### src/dtc_pkg.sv
package dtc_pkg;

  // Core geometry
  localparam int unsigned DTC_THREADS = 2;
  localparam int unsigned DTC_XLEN = 64;
  localparam int unsigned DTC_CTRL_W = 32;

  // Bits are numbered from the most significant end; these are vector indices
  localparam int unsigned DTC_IMPL_SERIAL = 63 - 3;
  localparam int unsigned DTC_IMPL_THERM_WAKE = 63 - 22;
  localparam int unsigned DTC_IMPL_SYSERR_WAKE = 63 - 24;
  localparam int unsigned DTC_IMPL_PREC_MCHK = 63 - 26;
  localparam int unsigned DTC_IMPL_THERM_MASTER = 63 - 29;
  localparam int unsigned DTC_IMPL_EXT_FAULT = 63 - 30;

  localparam int unsigned DTC_PART_LIMIT_HI = 63 - 34;
  localparam int unsigned DTC_PART_LIMIT_LO = 63 - 37;
  localparam int unsigned DTC_PART_EXT_REQ = 63 - 52;
  localparam int unsigned DTC_PART_TLB = 63 - 53;
  localparam int unsigned DTC_PART_ENV_HI = 63 - 60;
  localparam int unsigned DTC_PART_ENV_LO = 63 - 61;
  localparam int unsigned DTC_PART_UNCACHED = 63 - 62;
  localparam int unsigned DTC_PART_HDEC_IRQ = 63 - 63;

  localparam int unsigned DTC_CTRL_CT0 = 31 - 0;
  localparam int unsigned DTC_CTRL_CT1 = 31 - 1;
  localparam int unsigned DTC_CTRL_TE0 = 31 - 8;
  localparam int unsigned DTC_CTRL_TE1 = 31 - 9;
  localparam int unsigned DTC_CTRL_TH0 = 31 - 16;
  localparam int unsigned DTC_CTRL_TH1 = 31 - 17;
  localparam int unsigned DTC_CTRL_RUN = 31 - 31;

  // Reset values
  localparam logic [1:0] DTC_RUN_EN_RESET = 2'h1;
  localparam logic DTC_RUN_RESET = 1'h0;
  localparam logic [3:0] DTC_REAL_MODE_LIMIT_SELECT_RESET = 4'h0;
  localparam logic [1:0] DTC_ENV_RESET = 2'h0;

  typedef enum logic [1:0] {
    DTC_SEL_IMPL,
    DTC_SEL_PART,
    DTC_SEL_CTRL,
    DTC_SEL_NONE
  } dtc_sel_e;

  typedef struct packed {
    logic wr;
    logic rd;
    dtc_sel_e sel;
    logic thread;
    logic [63:0] wdata;
  } dtc_spr_req_s;

  typedef struct packed {
    logic hypervisor_bit;
    logic problem_bit;
  } dtc_priv_s;

  typedef struct packed {
    logic mediated_ext_request;
    logic real_mode_uncached;
    logic hyper_countdown_irq_ctl;
  } dtc_dup_s;

endpackage

### src/dtc_thread_slot.sv
`timescale 1ns/1ps
module dtc_thread_slot
  import dtc_pkg::*;
(
  // Clock and reset
  input wire logic clk,
  input wire logic reset,
  // Duplicated partition bits
  input wire logic dup_wr,
  input wire dtc_dup_s dup_wdata,
  output dtc_dup_s dup_q,
  // Caching-inhibited load tracking
  input wire logic prec_en,
  input wire logic ci_load_issue,
  input wire logic ci_load_done,
  output logic flush_younger,
  output logic dispatch_block
);

  typedef enum logic {DTC_FLOW, DTC_WAIT_LOAD} dtc_slot_e;

  dtc_slot_e state;
  dtc_slot_e next_state;
  dtc_dup_s next_dup_q;
  logic next_flush_younger;
  logic next_dispatch_block;

  always_comb begin
    next_dup_q = dup_q;
    next_state = state;
    next_flush_younger = 1'b0;
    if (dup_wr) begin
      next_dup_q = dup_wdata;
    end
    case (state)
      DTC_FLOW: begin
        if (prec_en && ci_load_issue) begin
          next_state = DTC_WAIT_LOAD;
          next_flush_younger = 1'b1;
        end
      end
      DTC_WAIT_LOAD: begin
        if (ci_load_done) begin
          next_state = DTC_FLOW;
        end
      end
      default: next_state = DTC_FLOW;
    endcase
    next_dispatch_block = (next_state == DTC_WAIT_LOAD);
  end

  always_ff @(posedge clk) begin
    if (reset) begin
      state <= DTC_FLOW;
      dup_q <= '0;
      flush_younger <= 1'b0;
      dispatch_block <= 1'b0;
    end else begin
      state <= next_state;
      dup_q <= next_dup_q;
      flush_younger <= next_flush_younger;
      dispatch_block <= next_dispatch_block;
    end
  end
endmodule

### src/dtc_regs.sv
`timescale 1ns/1ps
module dtc_regs
  import dtc_pkg::*;
#(
  parameter logic [1:0] RUN_EN_RESET = DTC_RUN_EN_RESET
)
(
  // Clock and reset
  input wire logic clk,
  input wire logic reset,
  // Special-register move port, same clock as the core
  input wire dtc_spr_req_s spr_req,
  input wire dtc_priv_s [1:0] thread_priv,
  output logic [63:0] spr_rdata,
  output logic spr_rd_valid,
  // Interrupt events from core logic
  input wire logic therm_event,
  input wire logic syserr_event,
  input wire logic [1:0] syserr_target,
  output logic therm_irq_take,
  output logic [1:0] syserr_irq_take,
  // Thread state
  output logic [1:0] thread_enable,
  // Issue and dispatch control
  output logic one_at_a_time_issue,
  output logic dual_issue_en,
  input wire logic [1:0] ci_load_issue,
  input wire logic [1:0] ci_load_done,
  output logic [1:0] flush_younger,
  output logic [1:0] dispatch_block,
  // Partition controls
  output logic [3:0] real_mode_limit_select,
  output logic tlb_fill_source,
  output logic [1:0] partition_env_select,
  output dtc_dup_s [1:0] part_dup
);

  if (RUN_EN_RESET == 2'h0) begin : g_run_en_check
    $error("dtc_regs: at least one thread must run out of reset");
  end

  // Implementation config fields
  logic serial;
  logic heat_alarm_rouse;
  logic fault_rouse;
  logic exact_machine_fault;
  logic heat_alarm_master_on;
  logic outside_fault_on;
  logic next_serial;
  logic next_heat_alarm_rouse;
  logic next_fault_rouse;
  logic next_exact_machine_fault;
  logic next_heat_alarm_master_on;
  logic next_outside_fault_on;

  // Shared partition fields
  logic [3:0] next_limit;
  logic next_tlb;
  logic [1:0] next_env;

  // Thread control fields
  logic [1:0] next_run_en;
  logic run_bit;
  logic next_run_bit;
  logic [1:0] write_hist;
  logic [1:0] next_write_hist;
  logic [1:0] wake;
  logic [1:0] run_en_wdata;
  logic priv_ok;

  // Read path and events
  logic [63:0] next_rdata;
  logic next_rd_valid;
  logic next_therm_take;
  logic [1:0] next_syserr_take;
  logic [31:0] ctrl_word;

  logic impl_wr;
  logic part_wr;
  logic ctrl_wr;

  assign impl_wr = spr_req.wr && (spr_req.sel == DTC_SEL_IMPL);
  assign part_wr = spr_req.wr && (spr_req.sel == DTC_SEL_PART);
  assign ctrl_wr = spr_req.wr && (spr_req.sel == DTC_SEL_CTRL);

  // Per-thread duplicated partition bits and load blocking
  for (genvar t = 0; t < DTC_THREADS; t++) begin : g_slot
    dtc_thread_slot u_slot (
      .clk(clk),
      .reset(reset),
      .dup_wr(part_wr && (spr_req.thread == 1'(t))),
      .dup_wdata(dtc_dup_s'{mediated_ext_request: spr_req.wdata[DTC_PART_EXT_REQ],
        real_mode_uncached: spr_req.wdata[DTC_PART_UNCACHED],
        hyper_countdown_irq_ctl: spr_req.wdata[DTC_PART_HDEC_IRQ]}),
      .dup_q(part_dup[t]),
      .prec_en(exact_machine_fault),
      .ci_load_issue(ci_load_issue[t]),
      .ci_load_done(ci_load_done[t]),
      .flush_younger(flush_younger[t]),
      .dispatch_block(dispatch_block[t])
    );
  end

  // Config registers and interrupt gating
  always_comb begin
    next_serial = serial;
    next_heat_alarm_rouse = heat_alarm_rouse;
    next_fault_rouse = fault_rouse;
    next_exact_machine_fault = exact_machine_fault;
    next_heat_alarm_master_on = heat_alarm_master_on;
    next_outside_fault_on = outside_fault_on;
    next_limit = real_mode_limit_select;
    next_tlb = tlb_fill_source;
    next_env = partition_env_select;
    if (impl_wr) begin
      next_serial = spr_req.wdata[DTC_IMPL_SERIAL];
      next_heat_alarm_rouse = spr_req.wdata[DTC_IMPL_THERM_WAKE];
      next_fault_rouse = spr_req.wdata[DTC_IMPL_SYSERR_WAKE];
      next_exact_machine_fault = spr_req.wdata[DTC_IMPL_PREC_MCHK];
      next_heat_alarm_master_on = spr_req.wdata[DTC_IMPL_THERM_MASTER];
      next_outside_fault_on = spr_req.wdata[DTC_IMPL_EXT_FAULT];
    end
    if (part_wr) begin
      // Either thread writes the one shared copy
      next_limit = spr_req.wdata[DTC_PART_LIMIT_HI:DTC_PART_LIMIT_LO];
      next_tlb = spr_req.wdata[DTC_PART_TLB];
      next_env = spr_req.wdata[DTC_PART_ENV_HI:DTC_PART_ENV_LO];
    end
    next_therm_take = therm_event && heat_alarm_master_on;
    next_syserr_take = syserr_target & {2{syserr_event && outside_fault_on}};
  end

  always_ff @(posedge clk) begin
    if (reset) begin
      serial <= 1'b0;
      heat_alarm_rouse <= 1'b0;
      fault_rouse <= 1'b0;
      exact_machine_fault <= 1'b0;
      heat_alarm_master_on <= 1'b0;
      outside_fault_on <= 1'b0;
      one_at_a_time_issue <= 1'b0;
      dual_issue_en <= 1'b1;
      real_mode_limit_select <= DTC_REAL_MODE_LIMIT_SELECT_RESET;
      tlb_fill_source <= 1'b0;
      partition_env_select <= DTC_ENV_RESET;
      therm_irq_take <= 1'b0;
      syserr_irq_take <= 2'h0;
    end else begin
      serial <= next_serial;
      heat_alarm_rouse <= next_heat_alarm_rouse;
      fault_rouse <= next_fault_rouse;
      exact_machine_fault <= next_exact_machine_fault;
      heat_alarm_master_on <= next_heat_alarm_master_on;
      outside_fault_on <= next_outside_fault_on;
      one_at_a_time_issue <= next_serial;
      dual_issue_en <= !next_serial;
      real_mode_limit_select <= next_limit;
      tlb_fill_source <= next_tlb;
      partition_env_select <= next_env;
      therm_irq_take <= next_therm_take;
      syserr_irq_take <= next_syserr_take;
    end
  end

  // Thread control: enables, run bit and writer history
  always_comb begin
    next_run_en = thread_enable;
    next_run_bit = run_bit;
    next_write_hist = write_hist;
    run_en_wdata = {spr_req.wdata[DTC_CTRL_TE1], spr_req.wdata[DTC_CTRL_TE0]};
    priv_ok = thread_priv[spr_req.thread].hypervisor_bit
      && !thread_priv[spr_req.thread].problem_bit;
    // Wakeups ignore the interrupt enables, so a masked source can still rouse a thread
    wake = ({2{therm_event && heat_alarm_rouse}}
      | (syserr_target & {2{syserr_event && fault_rouse}}))
      & ~thread_enable;
    if (ctrl_wr) begin
      next_run_bit = spr_req.wdata[DTC_CTRL_RUN];
      // Written history bits are dropped; only the writer's identity lands here
      next_write_hist = spr_req.thread ? 2'h2 : 2'h1;
      if (priv_ok) begin
        if (!run_en_wdata[spr_req.thread]) begin
          next_run_en[spr_req.thread] = 1'b0;
        end
        if (run_en_wdata[!spr_req.thread]) begin
          next_run_en[!spr_req.thread] = 1'b1;
        end
      end
    end
    // A self-suspend in the same cycle as a wakeup wins; wake only covers threads already suspended
    next_run_en = next_run_en | wake;
  end

  always_ff @(posedge clk) begin
    if (reset) begin
      thread_enable <= RUN_EN_RESET;
      run_bit <= DTC_RUN_RESET;
      write_hist <= 2'h0;
    end else begin
      thread_enable <= next_run_en;
      run_bit <= next_run_bit;
      write_hist <= next_write_hist;
    end
  end

  // Read path, one cycle behind the request
  always_comb begin
    ctrl_word = '0;
    ctrl_word[DTC_CTRL_CT0] = !spr_req.thread;
    ctrl_word[DTC_CTRL_CT1] = spr_req.thread;
    ctrl_word[DTC_CTRL_TE0] = thread_enable[0];
    ctrl_word[DTC_CTRL_TE1] = thread_enable[1];
    ctrl_word[DTC_CTRL_TH0] = write_hist[0];
    ctrl_word[DTC_CTRL_TH1] = write_hist[1];
    ctrl_word[DTC_CTRL_RUN] = run_bit;
    next_rdata = '0;
    case (spr_req.sel)
      DTC_SEL_IMPL: begin
        next_rdata[DTC_IMPL_SERIAL] = serial;
        next_rdata[DTC_IMPL_THERM_WAKE] = heat_alarm_rouse;
        next_rdata[DTC_IMPL_SYSERR_WAKE] = fault_rouse;
        next_rdata[DTC_IMPL_PREC_MCHK] = exact_machine_fault;
        next_rdata[DTC_IMPL_THERM_MASTER] = heat_alarm_master_on;
        next_rdata[DTC_IMPL_EXT_FAULT] = outside_fault_on;
      end
      DTC_SEL_PART: begin
        next_rdata[DTC_PART_LIMIT_HI:DTC_PART_LIMIT_LO] = real_mode_limit_select;
        next_rdata[DTC_PART_TLB] = tlb_fill_source;
        next_rdata[DTC_PART_ENV_HI:DTC_PART_ENV_LO] = partition_env_select;
        next_rdata[DTC_PART_EXT_REQ] = part_dup[spr_req.thread].mediated_ext_request;
        next_rdata[DTC_PART_UNCACHED] = part_dup[spr_req.thread].real_mode_uncached;
        next_rdata[DTC_PART_HDEC_IRQ] = part_dup[spr_req.thread].hyper_countdown_irq_ctl;
      end
      DTC_SEL_CTRL: next_rdata[31:0] = ctrl_word;
      default: next_rdata = '0;
    endcase
    next_rd_valid = spr_req.rd;
    if (!spr_req.rd) begin
      next_rdata = '0;
    end
  end

  always_ff @(posedge clk) begin
    if (reset) begin
      spr_rdata <= '0;
      spr_rd_valid <= 1'b0;
    end else begin
      spr_rdata <= next_rdata;
      spr_rd_valid <= next_rd_valid;
    end
  end
endmodule

### config.mk
export PLATFORM = sky130hd
export DESIGN_NAME = dtc_regs
export DESIGN_NICKNAME = d
export VERILOG_FILES = /design/src/dtc_pkg.sv /design/src/dtc_thread_slot.sv /design/src/dtc_regs.sv
export SDC_FILE = /design/constraint.sdc
export NUM_CORES = 1
export LEC_CHECK = 0
export BUFFER_PORTS_ARGS = -buffer_cell sky130_fd_sc_hd__buf_2
export CAP_MARGIN = 10
export CORE_MARGIN = 3
export CORE_UTILIZATION = 40
export DETAILED_ROUTE_END_ITERATION = 8
export GPL_TIMING_DRIVEN = 0
export HOLD_SLACK_MARGIN = 0.08
export PLACE_DENSITY = 0.82
export SETUP_SLACK_MARGIN = 0.02
export SLEW_MARGIN = 20
export SYNTH_ARGS = -nofsm -noshare
export SYNTH_HDL_FRONTEND = slang
export SYNTH_SLANG_ARGS = --single-unit
### constraint.sdc
create_clock -name clk -period 1.4 [get_ports clk]
set_input_delay 0.28 -clock clk [delete_from_list [all_inputs] [get_ports clk]]
set_output_delay 0.28 -clock clk [all_outputs]
set_load 0.02 [all_outputs]
==> metrics <==
fmax around 0.80 GHz; Worst setup EP type primary output; DR iter-0 viols 65; initial antenna violation count 0; sequential fraction of the synthesis area 0.482; Async S/R FF share, synth 0; final instance area just over 3000 um^2; IO Pins around 170; Final Hold Viols 0; synthesized flop and latch total 55; Mean Syn Cell Area about 9.4 um^2; r2r setup slk around 230 ps; post-synth cell types 31; Placer Congestion between 0.7 and 0.8; Synth Flop Type dfxtp_1; overall routing resource usage 0.156; final wirelength between 5000 and 6000 um; CTS buffer count 5; PostCTS Resize Cnt 0; most frequent cells in the layout 89 x buf_2, 55 x dfxtp_1, 49 x buf_4; leak pwr ~1.7 nW; ANT nets after route 0; dpl ws -90.8 ps; Final Critical Period 1250 ps; Initial Utilization 0.430; worst skew pair latency between 300 and 400 ps; DRC 0; Vias/cell approximately 4.3; Reg clk slew, reported paths 90 ps; Setup Fix Bufs, Post-CTS 0; EDFF count, synth 0; VDD IR-drop max between 500 and 600 uV; hold slack around 220 ps; IO Port Bufs 83; total core area roughly 5300 um^2; vias in the first global route about 1800; Sink Count 55; post-synthesis instance area roughly 2300 um^2; Root Buffer clkbuf_8; crit path cell chain buf_4 > buf_2; largest net degree at the start of global routing 17; Vias a little under 2000; RSZ-0062 raised after global routing no; die area between 6000 and 7000 um^2; CP Class reg2out; Final Max Slew Viols 0; worst hold path type in2reg; router iterations before antenna repair 4; Crit path largest cell delay slightly below 400 ps; Clock Skews 4.56 ps; P per Cell Area between 1000 and 1500 nW/um^2; grt ovf 0; highest-delay cell along the critical path dfxtp_1; setup violators final 0; placed instance area between 2000 and 3000 um^2; Mapped Cells approximately 240; global-route wire length before repair 7930 um; Synth warnings 0; commonest non-fill, non-tap cell in the layout buf_2; CTS tree yes; n_diodes 0; PnR worst setup slack 154 ps; die width 81.5 um; worst endpoint required time 1120 ps; Final nets around 460; synth-to-layout area growth 34.6%; layout cells sized above 1 0.414; die height ~82 um; Worst Path Arrival ~970 ps; total chip power between 0.003 and 0.004 W; status finished clean; # hold bufs at CTS 0; Max-cap violations 0; final core occ 0.579; per-cell routed wire length between 10 and 15 um; CTS HTree Levels 2; maximum fanout along the worst path 4; CP startpoint kind flip-flop; fin crit share 0.890; clock buffer depth 2; Detailed Place HPWL 4160 um; site row count 26
==> area by class of cell <==
| cell class | count | area, um^2 |
|---|---|---|
| buffer | 61 | 435 |
| clock buffer | 6 | 72.6 |
| clock inverter | 2 | 60.1 |
| fill | 498 | 2230 |
| inverter | 3 | 11.3 |
| multi-input combinational | 164 | 888 |
| sequential | 55 | 1100 |
| tap | 70 | 87.6 |
| timing repair buffer | 83 | 415 |
==> cells in the mapped netlist (3+ instances only) <==
cell	number	area share
a21oi_1	19	0.042
and3_1	18	0.049
and3b_1	3	0.012
buf_2	6	0.013
buf_4	49	0.16
clkbuf_1	4	0.0066
dfxtp_1	55	0.48
ha_1	3	0.016
inv_1	3	0.0049
mux2i_1	6	0.026
nand2_1	23	0.038
nand3_1	15	0.033
nor2_1	10	0.016
o21ai_1	4	0.0088
==> per-stage QoR <==
step	TNS (ps)	instances
3_5_place_dp	-95.3	436
5_1_grt	0	444
2_1_floorplan	0	283
4_1_cts	0	444
6_report	0	444
3_3_place_gp	-22.9	436
==> state kept, by name (all words and copies together) (netlist names) <==
signal                        cells
fault_rouse                       1
syserr_irq_take                   2
dual_issue_en                     1
exact_machine_fault               1
g_slot.u_slot.dup_q               6
therm_irq_take                    1
serial                            1
spr_rd_valid                      1
outside_fault_on                  1
g_slot.u_slot.dispatch_block      2
spr_rdata                        22
thread_enable                     2
tlb_fill_source                   1
g_slot.u_slot.flush_younger       2
run_bit                           1
real_mode_limit_select            4
heat_alarm_master_on              1
partition_env_select              2
write_hist                        2
heat_alarm_rouse                  1
==> worst paths after layout <==
| path | start | depth (start not counted) | end |
|---|---|---|---|
| setup / recovery | thread_enable[1]$_SDFF_PP0_ | 2 | thread_enable[1] |
| hold / removal | spr_req[33] | 3 | outside_fault_on$_SDFFE_PP0N_ |
| setup reg to reg | heat_alarm_rouse$_SDFFE_PP0N_ | 4 | thread_enable[1]$_SDFF_PP0_ |
| hold reg to reg | write_hist[1]$_SDFFE_PP0N_ | 2 | write_hist[1]$_SDFFE_PP0N_ |
==> metal layers <==
metal,track usage,routed length [um],vias up
li1,-,-,980
met1,0.163,2000,861
met4,0.0625,82,0
met3,0.0592,527,6
met5,0,0,-
met2,0.279,2620,84
==> report_power, final <==
part	leakage [nW]	switching [W]	internal (W)
Clock	0.0654	0.000484	0.000714
Sequential	0.445	0.0000179	0.00159
Combinational	1.18	0.000267	0.000188
==> critical path: cells and delay by family, from the launching register on <==
family / cells / cell delay (ps)
flip-flops: 1 / 390
buffers and inverters: 2 / 270
==> cell families after synthesis <==
family,count (synthesis),share of synthesized area
simple gates,82,0.195
compound gates,30,0.0779
flops,55,0.482
buf+inv,64,0.196
mux,7,0.0313
other cells,1,0.00164
fa+ha+maj,3,0.0164
No activity file was read; power rests on OpenSTA's default activity.
